## config.mk

```make
export PLATFORM = sky130hd
export DESIGN_NAME = rtc_calendar
export DESIGN_NICKNAME = d
export VERILOG_FILES = /design/src/logic/rtc_cal_pkg.sv /design/src/logic/month_length.sv /design/src/logic/rtc_calendar.sv
export VERILOG_INCLUDE_DIRS = /design/src /design/src/logic
export SDC_FILE = /design/constraint.sdc
export NUM_CORES = 1
export LEC_CHECK = 0
export ABC_AREA = 1
export ABC_CLOCK_PERIOD_IN_PS = 2300
export BUFFER_PORTS_ARGS = -buffer_cell sky130_fd_sc_hd__buf_2
export CAP_MARGIN = 20
export CORE_ASPECT_RATIO = 1.25
export CORE_UTILIZATION = 55
export CTS_BUF_LIST = sky130_fd_sc_hd__clkbuf_4 sky130_fd_sc_hd__clkbuf_8 sky130_fd_sc_hd__clkbuf_16
export CTS_CLUSTER_SIZE = 25
export DETAILED_ROUTE_END_ITERATION = 16
export GPL_ROUTABILITY_DRIVEN = 0
export PLACE_DENSITY = 0.82
export SLEW_MARGIN = 20
export SYNTH_ARGS = -nofsm -noshare
export SYNTH_HDL_FRONTEND = slang
export SYNTH_HIERARCHICAL = 1
export SYNTH_SLANG_ARGS = --single-unit
export TNS_END_PERCENT = 100
```

## constraint.sdc

```tcl
create_clock -name clk -period 2.3 [get_ports clk]
set_clock_uncertainty 0.05 [all_clocks]
set_input_delay 0.115 -clock clk [delete_from_list [all_inputs] [get_ports clk]]
set_output_delay 0.115 -clock clk [all_outputs]
set_load 0.02 [all_outputs]
```

## src/logic/rtc_cal_defs.svh

```systemverilog
// register offsets, field positions, reset values and flag positions of the calendar block
// assumes a word-addressed 16-bit register port
`ifndef RTC_CAL_DEFS_SVH
`define RTC_CAL_DEFS_SVH

// ********************
// register offsets
// ********************
`define RTC_ADDR_HOUR_MIN    3'h0
`define RTC_ADDR_MONTH_DAY   3'h1
`define RTC_ADDR_YEAR_WEEK   3'h2
`define RTC_ADDR_FLAGS       3'h3
`define RTC_ADDR_ENABLES     3'h4

// ********************
// reset values
// ********************
`define RTC_RST_MINUTE       7'h00
`define RTC_RST_HOUR         6'h12
`define RTC_RST_MONTH        5'h01
`define RTC_RST_DAY          6'h01
`define RTC_RST_WEEKDAY      3'h0
`define RTC_RST_YEAR         8'h00

// ********************
// field positions
// ********************
`define RTC_PM_BIT           14
`define RTC_FLAG_MASK        16'hf1ff

// ********************
// flag bit positions
// ********************
`define RTC_F_REGULATION     15
`define RTC_F_SW1HZ          14
`define RTC_F_SW10HZ         13
`define RTC_F_SW100HZ        12
`define RTC_F_ALARM          8
`define RTC_F_DAY            7
`define RTC_F_HOUR           6
`define RTC_F_MINUTE         5
`define RTC_F_SECOND         4
`define RTC_F_HALF           3
`define RTC_F_QUARTER        2
`define RTC_F_EIGHTH         1
`define RTC_F_THIRTYSECOND   0

// ********************
// counter limits (bcd)
// ********************
`define RTC_MINUTE_LAST      8'h59
`define RTC_HOUR12_LAST      8'h12
`define RTC_HOUR12_FIRST     8'h01
`define RTC_HOUR12_PM_FLIP   6'h11
`define RTC_HOUR24_LAST      8'h23
`define RTC_MONTH_LAST       8'h12
`define RTC_YEAR_LAST        8'h99
`define RTC_WEEKDAY_LAST     3'h6

`endif

```

## src/logic/rtc_cal_pkg.sv

```systemverilog
// types of the calendar block
// assumes nothing of its surroundings
`default_nettype none
package rtc_cal_pkg;

  // ********************
  // block state
  // ********************
  typedef struct packed {
    logic [6:0]  minute;
    logic [5:0]  hour;
    logic        pm_indicator;
    logic [4:0]  month;
    logic [5:0]  day;
    logic [2:0]  weekday_counter;
    logic [7:0]  year;
    logic [15:0] flags;
    logic [15:0] enables;
    logic [15:0] rdata;
    logic        irq;
  } rtc_state_type;

endpackage
`default_nettype wire

```

## src/logic/month_length.sv

```systemverilog
// last day of a month in bcd, leap years taken from the two-digit bcd year
// assumes legal bcd month and year values
`default_nettype none
module month_length (
  input  wire logic [4:0] month,
  input  wire logic [7:0] year,
  output var  logic [5:0] last_day
);

  logic leap;

  // ********************
  // leap year and month length
  // ********************
  always_comb begin
    if (year[4] == 1'b0) begin
      leap = (year[3:0] == 4'h0) || (year[3:0] == 4'h4) || (year[3:0] == 4'h8);
    end else begin
      leap = (year[3:0] == 4'h2) || (year[3:0] == 4'h6);
    end
    unique case (month)
      5'h02:   last_day = leap ? 6'h29 : 6'h28;
      5'h04,
      5'h06,
      5'h09,
      5'h11:   last_day = 6'h30;
      default: last_day = 6'h31;
    endcase
  end

endmodule // month_length
`default_nettype wire

```

## src/logic/rtc_calendar.sv

```systemverilog
// calendar counters and interrupt flag/enable registers of the real-time clock
// assumes the event inputs are one-cycle pulses from logic on clk, and a register
// port whose read data appears one cycle after the read strobe
//
// Decided for this implementation: the plain strobed port and the register addresses.
`default_nettype none
`include "rtc_cal_defs.svh"
module rtc_calendar
  import rtc_cal_pkg::*;
(
  input  wire logic        clk,
  input  wire logic        srst,
  input  wire logic        clk_en,
  input  wire logic [2:0]  addr,
  input  wire logic [15:0] wdata,
  input  wire logic        wr,
  input  wire logic        rd,
  output var  logic [15:0] rdata,
  output var  logic        irq,
  input  wire logic        twentyfour_hour_select,
  input  wire logic        minute_evt,
  input  wire logic        second_evt,
  input  wire logic        half_second_evt,
  input  wire logic        quarter_second_evt,
  input  wire logic        eighth_second_evt,
  input  wire logic        thirtysecond_second_evt,
  input  wire logic        alarm_evt,
  input  wire logic        stopwatch_1hz_evt,
  input  wire logic        stopwatch_10hz_evt,
  input  wire logic        stopwatch_100hz_evt,
  input  wire logic        regulation_done_evt
);

  rtc_state_type st;
  rtc_state_type next_st;
  logic [5:0]    last_day;
  logic          hour_roll;
  logic          day_roll;
  logic [15:0]   flag_set;
  logic [15:0]   flag_clr;

  // ********************
  // bcd helper
  // ********************
  function automatic logic [7:0] bcd_inc(input logic [7:0] v, input logic [7:0] last, input logic [7:0] first);
    if (v == last) begin
      return first;
    end else if (v[3:0] == 4'h9) begin
      return {4'(v[7:4] + 4'h1), 4'h0};
    end else begin
      return 8'(v + 8'h01);
    end
  endfunction

  month_length u_month_length (
    .month    (st.month),
    .year     (st.year),
    .last_day (last_day)
  );

  // ********************
  // next state
  // ********************
  always_comb begin
    next_st   = st;
    hour_roll = minute_evt && ({1'b0, st.minute} == `RTC_MINUTE_LAST);
    if (twentyfour_hour_select) begin
      day_roll = hour_roll && ({2'b00, st.hour} == `RTC_HOUR24_LAST);
    end else begin
      day_roll = hour_roll && (st.hour == `RTC_HOUR12_PM_FLIP) && st.pm_indicator;
    end

    // minute, hour and date counting
    if (minute_evt) begin
      next_st.minute = 7'(bcd_inc({1'b0, st.minute}, `RTC_MINUTE_LAST, 8'h00));
    end
    if (hour_roll) begin
      if (twentyfour_hour_select) begin
        next_st.hour         = 6'(bcd_inc({2'b00, st.hour}, `RTC_HOUR24_LAST, 8'h00));
        next_st.pm_indicator = 1'b0;
      end else begin
        next_st.hour = 6'(bcd_inc({2'b00, st.hour}, `RTC_HOUR12_LAST, `RTC_HOUR12_FIRST));
        if (st.hour == `RTC_HOUR12_PM_FLIP) begin
          next_st.pm_indicator = ~st.pm_indicator;
        end
      end
    end
    if (day_roll) begin
      next_st.day = 6'(bcd_inc({2'b00, st.day}, {2'b00, last_day}, 8'h01));
      if (st.weekday_counter == `RTC_WEEKDAY_LAST) begin
        next_st.weekday_counter = 3'h0;
      end else begin
        next_st.weekday_counter = 3'(st.weekday_counter + 3'h1);
      end
      if (st.day == last_day) begin
        next_st.month = 5'(bcd_inc({3'b000, st.month}, `RTC_MONTH_LAST, 8'h01));
        if (st.month == 5'(`RTC_MONTH_LAST)) begin
          next_st.year = bcd_inc(st.year, `RTC_YEAR_LAST, 8'h00);
        end
      end
    end

    // software writes to the counters win over a count in the same cycle
    if (wr) begin
      unique case (addr)
        `RTC_ADDR_HOUR_MIN: begin
          next_st.minute = wdata[6:0];
          next_st.hour   = wdata[13:8];
          if (!twentyfour_hour_select || !wdata[`RTC_PM_BIT]) begin
            next_st.pm_indicator = wdata[`RTC_PM_BIT];
          end
        end
        `RTC_ADDR_MONTH_DAY: begin
          next_st.month = wdata[12:8];
          next_st.day   = wdata[5:0];
        end
        `RTC_ADDR_YEAR_WEEK: begin
          next_st.weekday_counter = wdata[10:8];
          next_st.year            = wdata[7:0];
        end
        `RTC_ADDR_ENABLES: begin
          next_st.enables = wdata & `RTC_FLAG_MASK;
        end
        default: begin
        end
      endcase
    end

    // event flags: a set in the cycle of a clear wins
    flag_set                          = 16'h0000;
    flag_set[`RTC_F_REGULATION]       = regulation_done_evt;
    flag_set[`RTC_F_SW1HZ]            = stopwatch_1hz_evt;
    flag_set[`RTC_F_SW10HZ]           = stopwatch_10hz_evt;
    flag_set[`RTC_F_SW100HZ]          = stopwatch_100hz_evt;
    flag_set[`RTC_F_ALARM]            = alarm_evt;
    flag_set[`RTC_F_DAY]              = day_roll;
    flag_set[`RTC_F_HOUR]             = hour_roll;
    flag_set[`RTC_F_MINUTE]           = minute_evt;
    flag_set[`RTC_F_SECOND]           = second_evt;
    flag_set[`RTC_F_HALF]             = half_second_evt;
    flag_set[`RTC_F_QUARTER]          = quarter_second_evt;
    flag_set[`RTC_F_EIGHTH]           = eighth_second_evt;
    flag_set[`RTC_F_THIRTYSECOND]     = thirtysecond_second_evt;
    flag_clr = (wr && addr == `RTC_ADDR_FLAGS) ? wdata : 16'h0000;
    next_st.flags = ((st.flags & ~flag_clr) | flag_set) & `RTC_FLAG_MASK;

    next_st.irq = |(next_st.flags & next_st.enables);

    // read data stands for the one cycle after the strobe
    next_st.rdata = 16'h0000;
    if (rd) begin
      unique case (addr)
        `RTC_ADDR_HOUR_MIN: begin
          next_st.rdata = {1'b0, st.pm_indicator & ~twentyfour_hour_select, st.hour, 1'b0, st.minute};
        end
        `RTC_ADDR_MONTH_DAY: begin
          next_st.rdata = {3'b000, st.month, 2'b00, st.day};
        end
        `RTC_ADDR_YEAR_WEEK: begin
          next_st.rdata = {5'b00000, st.weekday_counter, st.year};
        end
        `RTC_ADDR_FLAGS: begin
          next_st.rdata = st.flags;
        end
        `RTC_ADDR_ENABLES: begin
          next_st.rdata = st.enables;
        end
        default: begin
        end
      endcase
    end
  end

  // ********************
  // state register
  // ********************
  always_ff @(posedge clk) begin
    if (srst) begin
      st.minute          <= `RTC_RST_MINUTE;
      st.hour            <= `RTC_RST_HOUR;
      st.pm_indicator    <= 1'b0;
      st.month           <= `RTC_RST_MONTH;
      st.day             <= `RTC_RST_DAY;
      st.weekday_counter <= `RTC_RST_WEEKDAY;
      st.year            <= `RTC_RST_YEAR;
      st.flags           <= 16'h0000;
      st.enables         <= 16'h0000;
      st.rdata           <= 16'h0000;
      st.irq             <= 1'b0;
    end else if (clk_en) begin
      st <= next_st;
    end
  end

  assign rdata = st.rdata;
  assign irq   = st.irq;

  // ********************
  // checks
  // ********************
  irq_level_a: assert property (@(posedge clk) disable iff (srst)
    irq == |(st.flags & st.enables))
    else $error("interrupt output disagrees with flags and enables");

  alarm_set_a: assert property (@(posedge clk) disable iff (srst)
    (clk_en && alarm_evt) |=> st.flags[`RTC_F_ALARM])
    else $error("alarm flag not set by its event");

  flag_clear_a: assert property (@(posedge clk) disable iff (srst)
    (clk_en && wr && addr == `RTC_ADDR_FLAGS && wdata[`RTC_F_SECOND] && !second_evt)
    |=> !st.flags[`RTC_F_SECOND])
    else $error("second flag not cleared by writing one");

  flag_keep_a: assert property (@(posedge clk) disable iff (srst)
    (clk_en && wr && addr == `RTC_ADDR_FLAGS && !wdata[`RTC_F_ALARM] && st.flags[`RTC_F_ALARM])
    |=> st.flags[`RTC_F_ALARM])
    else $error("alarm flag lost on a write of zero");

  reserved_zero_a: assert property (@(posedge clk) disable iff (srst)
    st.flags[11:9] == 3'b000 && st.enables[11:9] == 3'b000)
    else $error("reserved bits not zero");

  minute_wrap_a: assert property (@(posedge clk) disable iff (srst)
    (clk_en && minute_evt && st.minute == 7'h59 && !wr)
    |=> st.minute == 7'h00 && st.flags[`RTC_F_HOUR])
    else $error("minute counter did not wrap from 59");

  hour12_wrap_a: assert property (@(posedge clk) disable iff (srst)
    (clk_en && hour_roll && !twentyfour_hour_select && st.hour == 6'h12 && !wr)
    |=> st.hour == 6'h01)
    else $error("twelve-hour counter did not wrap to 1");

  hour24_wrap_a: assert property (@(posedge clk) disable iff (srst)
    (clk_en && hour_roll && twentyfour_hour_select && st.hour == 6'h23 && !wr)
    |=> st.hour == 6'h00 && !st.pm_indicator && st.flags[`RTC_F_DAY])
    else $error("twenty-four-hour wrap wrong");

  pm_read_a: assert property (@(posedge clk) disable iff (srst)
    (clk_en && rd && addr == `RTC_ADDR_HOUR_MIN && twentyfour_hour_select) |=> rdata[`RTC_PM_BIT] == 1'b0)
    else $error("pm bit read as one in twenty-four-hour mode");

  feb_end_a: assert property (@(posedge clk) disable iff (srst)
    (clk_en && day_roll && !wr && st.month == 5'h02 && st.day == 6'h28 && st.year[0])
    |=> st.day == 6'h01 && st.month == 5'h03)
    else $error("february did not end on day 28");

  weekday_range_a: assert property (@(posedge clk) disable iff (srst)
    (clk_en && day_roll && !wr && st.weekday_counter == 3'h6) |=> st.weekday_counter == 3'h0)
    else $error("weekday did not wrap after saturday");

  year_wrap_a: assert property (@(posedge clk) disable iff (srst)
    (clk_en && day_roll && !wr && st.month == 5'h12 && st.day == 6'h31 && st.year == 8'h99)
    |=> st.year == 8'h00 && st.month == 5'h01)
    else $error("year did not wrap from 99");

  read_once_a: assert property (@(posedge clk) disable iff (srst)
    (clk_en && !rd) |=> rdata == 16'h0000)
    else $error("read data present without a read");

  enable_rw_a: assert property (@(posedge clk) disable iff (srst)
    (clk_en && wr && addr == `RTC_ADDR_ENABLES) ##1 (clk_en && rd && addr == `RTC_ADDR_ENABLES && !wr)
    |=> rdata == ($past(wdata, 2) & `RTC_FLAG_MASK))
    else $error("enable register did not read back");

  hm_reserved_a: assert property (@(posedge clk) disable iff (srst)
    (clk_en && rd && addr == `RTC_ADDR_HOUR_MIN) |=> rdata[15] == 1'b0 && rdata[7] == 1'b0)
    else $error("reserved hour and minute bits read as one");

  md_reserved_a: assert property (@(posedge clk) disable iff (srst)
    (clk_en && rd && addr == `RTC_ADDR_MONTH_DAY) |=> rdata[15:13] == 3'b000 && rdata[7:6] == 2'b00)
    else $error("reserved month and day bits read as one");

  yw_reserved_a: assert property (@(posedge clk) disable iff (srst)
    (clk_en && rd && addr == `RTC_ADDR_YEAR_WEEK) |=> rdata[15:11] == 5'h00)
    else $error("reserved year and weekday bits read as one");

  unmapped_read_a: assert property (@(posedge clk) disable iff (srst)
    (clk_en && rd && addr > `RTC_ADDR_ENABLES) |=> rdata == 16'h0000)
    else $error("unmapped register read as nonzero");

  hour_carry_a: assert property (@(posedge clk) disable iff (srst)
    (clk_en && hour_roll && twentyfour_hour_select && st.hour == 6'h19 && !wr)
    |=> st.hour == 6'h20)
    else $error("hour ones digit did not carry into the tens");

  pm_toggle_a: assert property (@(posedge clk) disable iff (srst)
    (clk_en && hour_roll && !twentyfour_hour_select && st.hour == 6'h11 && !wr)
    |=> st.hour == 6'h12 && st.pm_indicator != $past(st.pm_indicator))
    else $error("pm bit did not flip going from 11 to 12");

  pm_write_a: assert property (@(posedge clk) disable iff (srst)
    (clk_en && wr && addr == `RTC_ADDR_HOUR_MIN && twentyfour_hour_select && wdata[`RTC_PM_BIT] && !hour_roll)
    |=> st.pm_indicator == $past(st.pm_indicator))
    else $error("pm bit took a write of one in twenty-four-hour mode");

  pm_clear_a: assert property (@(posedge clk) disable iff (srst)
    (clk_en && hour_roll && twentyfour_hour_select && !wr) |=> !st.pm_indicator)
    else $error("pm bit not cleared at the hour count");

  short_month_a: assert property (@(posedge clk) disable iff (srst)
    (clk_en && day_roll && !wr && st.day == 6'h30 &&
     (st.month == 5'h04 || st.month == 5'h06 || st.month == 5'h09 || st.month == 5'h11)) |=> st.day == 6'h01)
    else $error("short month did not end on day 30");

  leap_day_a: assert property (@(posedge clk) disable iff (srst)
    (clk_en && day_roll && !wr && st.month == 5'h02 && st.day == 6'h28 && !st.year[4] && st.year[3:0] == 4'h4)
    |=> st.day == 6'h29 && st.month == 5'h02)
    else $error("leap year february ended on day 28");

  weekday_step_a: assert property (@(posedge clk) disable iff (srst)
    (clk_en && day_roll && !wr && st.weekday_counter == 3'h0) |=> st.weekday_counter == 3'h1)
    else $error("weekday did not advance from sunday");

  day_flag_a: assert property (@(posedge clk) disable iff (srst)
    (clk_en && day_roll) |=> st.flags[`RTC_F_DAY])
    else $error("day flag not set on a new day");

  irq_rise_a: assert property (@(posedge clk) disable iff (srst)
    (clk_en && second_evt && st.enables[`RTC_F_SECOND] && !(wr && addr == `RTC_ADDR_ENABLES))
    |=> irq)
    else $error("enabled event did not raise the interrupt");

  irq_mask_a: assert property (@(posedge clk) disable iff (srst)
    (clk_en && wr && addr == `RTC_ADDR_ENABLES && wdata == 16'h0000) |=> !irq)
    else $error("interrupt stayed high with all enables off");

  freeze_a: assert property (@(posedge clk) disable iff (srst)
    !clk_en |=> $stable(st))
    else $error("state changed while clock enable low");

endmodule // rtc_calendar
`default_nettype wire

```

==> impl_metrics.yaml, run 1 <==
setup_path:
  start_kind: "flop"
  crit_type: "flop to flop"
  end_kind: "flop"
  arrival_ns: 2.28
  r2r-start: "st[69]"
  setup.worst_path.start: "st[69]"
  crit_fanout: 5
  worstRegToRegCells: 16
  worst_ep_required_time_ns: 2.47
cells_and_area:
  antenna_cells: 0
  layout.nets: 1008
  layout_common_cells: "nand2_1, inv_1, o21ai_0"
  final_area_um2: 6400
  final_common_cell: "nand2_1"
  syn2layout_area_growth_pct: 11.4
  drive_gt1_share_pct: 17.0
power:
  intPower_mw: 2.36
  p_per_area_nw_per_um2: 530
  ir_drop_v: 0.000397
  pwr-share-comb_pct: 16.5
  p_clk_share_pct: 40.0
  switching_share_pct: 30.4
  p_seq_share_pct: 43.5
  p_switching_mw: 1.03
  p_leak_nw: 3.01
flow_run:
  cap_violations: 0
floorplan:
  die_x_um: 93.4
  ios: 53
  die_area_um2: 10900
  start_util_pct: 56.8
  rows: 41
  coreArea_um2: 10100
  die_h_um: 116
timing:
  setup_viol: 0
  hold_viol: 0
  slew_viol_final: 0
  fin_crit_ns: 2.11
  tightestPinTransition_ns: 0.609
  setup_slack_ns: 0.187
  slew_headroom_pct: 59.3
  fin_tns_setup_ns: 0
  hold_ws_ns: 0.0332
  post-route-period-util_pct: 91.9
  max_freq_ghz: 0.473
cts:
  cts_tree: "built"
  clockBufferDepth: 2
  htree_levels: 3
  clock-sinks: 79
  root_buffer: "clkbuf_16"
  clk_pin_slew_worst_paths_ns: 0.06
  cts_buffers: 9
  cts_hold_buf: 0
  insertion_delay_ns: 0.34
global_routing:
  grt_usage_pct: 32.9
  grt_first_pass_wirelength_um: 27400
  antenna_found_initial: 0
  grt_max_degree: 72
  grt_pass1_vias: 5576
  grt_overflow_total: 0
logic_synthesis:
  yosys_warnings: 6
  synth_cell_types: 42
  yosysSeqAreaShare_pct: 27.5
  syn_area_um2: 5740
  avgSynthCellArea_um2: 6.22
  ys_ff_latch: 79
  syn_inst: 924
drt:
  postRouteAntennaNets: 0
  route.vias.total: 6304
  wl_per_cell_um: 16.0
  vias_per_cell: 5.76
  dr.pass1.iters: 5
  drtIter0Drc: 743
  route.detailed.drc: 0
  wirelength_um: 17500
hold_path:
  hold_path.class: "input port to flop"
  hold_start: "regulation_done_evt"
  whs_path_depth: 5
placement:
  dp_worst_setup_slack_ns: 0.0878
  hpwl_um: 12400
  detailed_place.area_um2: 6070
  portBuffers: 52
run_status:
  status: "finished clean"
==> power by group through the flow <==
stage / clock (mW) / combinational [mW] / sequential [mW]
after floorplan: 0 / 0.363 / 1.50
after global placement: 0 / 0.523 / 1.50
after detailed placement: 0 / 0.528 / 1.50
after CTS: 1.35 / 0.534 / 1.47
after global routing: 1.42 / 0.615 / 1.48
final: 1.36 / 0.561 / 1.48
==> worst paths after layout <==
kind | to | slack, ns
hold / removal | st[48] | 0.03
hold reg to reg | rdata[8] | 0.42
setup / recovery | st[61] | 0.19
setup reg to reg | st[61] | 0.19
==> sequential cells by signal, indices dropped and copies added, names as in the netlist <==
name   flops
irq        1
rdata     16
st        62
==> routing by layer <==
| layer | vias to the layer above | track usage [%] | routed length (um) |
|---|---|---|---|
| li1 | 3071 | - | - |
| met1 | 2811 | 39.8 | 6720 |
| met2 | 319 | 54.0 | 8070 |
| met3 | 103 | 4.88 | 1380 |
| met4 | 0 | 22.6 | 1330 |
| met5 | - | 0 | 0 |
==> cell type report <==
class / instances / area (um2)
clock inverter: 6 / 46.3
fill: 928 / 3710
sequential: 79 / 1590
inverter: 148 / 556
multi-input combinational: 641 / 3320
tap: 129 / 161
clock buffer: 10 / 233
timing repair buffer: 81 / 490
==> per-stage QoR <==
step	instances	total power, mW	utilization (%)
after floorplan	925	1.86	-
after global placement	1076	2.03	60.0
after detailed placement	1076	2.03	60.0
after CTS	1092	3.36	62.8
after global routing	1094	3.51	63.3
final	1094	3.39	63.3
==> synth_stat cells <==
cell	number	area [um2]
a211oi_1	2	15.0
o21ai_0	109	546
inv_1	133	499
o22ai_1	16	100
xor2_1	3	26.3
or2_1	1	6.26
inv_2	11	41.3
nand3_1	51	255
a311oi_1	1	8.76
nor2_1	38	143
a21oi_2	3	26.3
o211ai_1	15	113
dfxtp_1	79	1580
buf_4	20	150
clkbuf_2	1	5.00
nand4_1	8	50.1
or2_2	5	31.3
nor3_1	7	35.0
or2_0	1	6.26
buf_2	7	35.0
nand3_4	1	17.5
o21ai_1	4	20.0
nor2_2	8	50.1
nand3_2	7	70.1
o221ai_1	8	70.1
clkinv_1	4	15.0
nor3_2	1	10.0
conb_1	2	7.51
o21ai_2	1	8.76
a31oi_1	7	43.8
nand2_1	221	830
o21bai_1	7	52.6
nand2_4	1	11.3
nand2_2	6	37.5
nand3b_1	1	7.51
nor2_8	1	20.0
buf_6	3	33.8
nor2_4	8	90.1
o211ai_2	1	12.5
clkbuf_1	27	101
ha_1	12	150
a21oi_1	82	410
==> critical path, stage by stage (launching register included) <==
cell and delay, ns:
dfxtp_4 0.36, nor2_4 0.12, nand2_2 0.07, nor2_4 0.14, nand3_2 0.08, nand2_2 0.08
inv_1 0.04, nand2_1 0.06, nand2_2 0.06, nor2_4 0.14, nand2_4 0.09, nor2_4 0.22
nand2_2 0.10, nand2_2 0.11, inv_1 0.08, o21ai_0 0.09, a31oi_1 0.10
==> logic make-up after synthesis <==
logic type | share of synthesized area [%]
AND/OR/NAND/NOR | 29.1
adder cells (fa/ha/maj) | 2.61
other | 0.131
XOR/XNOR | 0.458
flip-flops | 27.5
buffers and inverters | 15.3
AO/OA/AOI/OAI | 24.8
==> what timing repair did <==
action / in CTS / in global routing
resized for setup: 0 / 15
setup buffers: 0 / 1
endpoints found under the setup margin: 0 / 16
(Power assumes the default switching activity.)
==> run 2, diff against run 1 <==
BUFFER_PORTS_ARGS = -buffer_cell sky130_fd_sc_hd__buf_4   (was -buffer_cell sky130_fd_sc_hd__buf_2)
CTS_BUF_LIST = sky130_fd_sc_hd__clkbuf_16   (was sky130_fd_sc_hd__clkbuf_4 sky130_fd_sc_hd__clkbuf_8 sky130_fd_sc_hd__clkbuf_16)
==> run 2 against run 1 <==
Worst setup slack lost 0.081 ns. Highest routed layer unchanged. Sequential power is essentially flat. Non-clock buffer count grew 2.
==> impl_metrics.yaml, run 2 (synthesis results as in run 1) <==
timing:
  setup_viol: 0
  setup_slack_ns: 0.106
  hold_viol: 0
  fin_crit_ns: 2.19
  post-route-period-util_pct: 95.4
  slew_viol_final: 0
  fin_tns_setup_ns: 0
  max_freq_ghz: 0.456
  tightestPinTransition_ns: 0.847
  slew_headroom_pct: 43.5
floorplan:
  rows: 41
  coreArea_um2: 10100
  start_util_pct: 56.8
  die_area_um2: 10900
  ios: 53
  die_x_um: 93.4
  die_h_um: 116
cts:
  clk_pin_slew_worst_paths_ns: 0.07
  clockBufferDepth: 2
  cts_buffers: 9
  htree_levels: 3
  insertion_delay_ns: 0.35
  cts_tree: "built"
  clock-sinks: 79
  root_buffer: "clkbuf_16"
placement:
  detailed_place.area_um2: 6180
  dp_worst_setup_slack_ns: 0.101
  portBuffers: 52
  hpwl_um: 12400
setup_path:
  arrival_ns: 2.42
  reg2reg_slack_ns: 0.11
  end_kind: "flop"
  worst_ep_required_time_ns: 2.53
  start_kind: "flop"
  crit_fanout: 6
  crit_type: "flop to flop"
run_status:
  status: "finished clean"
power:
  p_clk_share_pct: 43.0
  pwr-share-comb_pct: 15.9
  finalPower_mw: 3.60
  p_switching_mw: 1.10
  p_per_area_nw_per_um2: 547
  intPower_mw: 2.50
  p_leak_nw: 3.06
  switching_share_pct: 30.5
  ir_drop_v: 0.000433
  p_seq_share_pct: 41.1
cells_and_area:
  syn2layout_area_growth_pct: 14.4
  layout.nets: 1009
  drive_gt1_share_pct: 16.5
  layout_common_cells: "nand2_1, inv_1, o21ai_0"
  reg_top3: "st: 62 flops, rdata: 16 flops, irq: 1 flops"
  final_common_cell: "nand2_1"
  antenna_cells: 0
  largest_reg_flops: 62
  final_util_pct: 65.0
  final_area_um2: 6570
  regMostFlops: "st"
global_routing:
  antenna_found_initial: 0
  grt_usage_pct: 33.0
  grt_pass1_vias: 5534
  grt_overflow_total: 0
  grt_max_degree: 88
  grt_first_pass_wirelength_um: 27700
flow_run:
  cap_violations: 0
drt:
  dr.pass1.iters: 6
  route.vias.total: 6286
  postRouteAntennaNets: 0
  vias_per_cell: 5.74
  drtIter0Drc: 643
  wl_per_cell_um: 16.0
  route.detailed.drc: 0
  wirelength_um: 17600
hold_path:
  hold_path.class: "input port to flop"
-- run 2: metrics by stage --
stage / cells / hold slack, ns
finish: 1095 / 0.0229
global route: 1095 / 0.0487
CTS: 1091 / 0.0256
detailed placement: 1074 / 0.344
global placement: 1074 / 0.343
floorplan: 925 / 0.227
-- run 2: area by class of cell --
class	count	area (um2)
Clock buffer	9	225
Clock inverter	7	86.3
Fill cell	901	3530
Inverter	148	556
Multi-Input combinational cell	640	3310
Sequential cell	79	1580
Tap cell	129	161
Timing Repair Buffer	83	651
-- run 2: path summary, 6_finish.rpt --
check / start / to / cells after the start
worst max-delay path: st[69] / st[69] / 16
worst min-delay path: regulation_done_evt / st[48] / 5
worst max register to register: st[69] / st[69] / 16
worst min register to register: rdata[3] / rdata[3] / 2
-- run 2: power by group through the flow --
stage	combinational, mW	sequential, mW	clock, mW
after detailed placement	0.544	1.51	0
after global placement	0.539	1.50	0
after CTS	0.552	1.48	1.55
after global routing	0.631	1.48	1.61
after floorplan	0.363	1.50	0
final	0.573	1.48	1.55
-- run 2: timing repair --
item | 4_1_cts | 5_1_grt
setup endpoints to repair | 0 | 17
gates resized for setup | 0 | 9
endpoints found under the hold margin | 1 | 0
hold buffers | 1 | 0
setup buffers | 0 | 4
-- run 2: critical path, cell delays in order (launching register included) --
cell,delay (ns)
dfxtp_2,0.35
nor2_4,0.13
nand2_2,0.07
nor2_4,0.15
nand3_2,0.07
nand2_1,0.08
inv_1,0.04
nand2_1,0.05
nand2_1,0.08
nor2_4,0.13
nand3_4,0.16
buf_4,0.18
o21ai_0,0.16
nand2_1,0.11
nand3_1,0.08
nand3_1,0.08
a21oi_1,0.13
-- run 2: routing by layer --
layer | global-route usage (%) | part of all wire [%]
met4 | 22.1 | 6.0
met5 | 0 | 0
met1 | 41.0 | 39
met2 | 53.6 | 47
met3 | 4.04 | 8.6
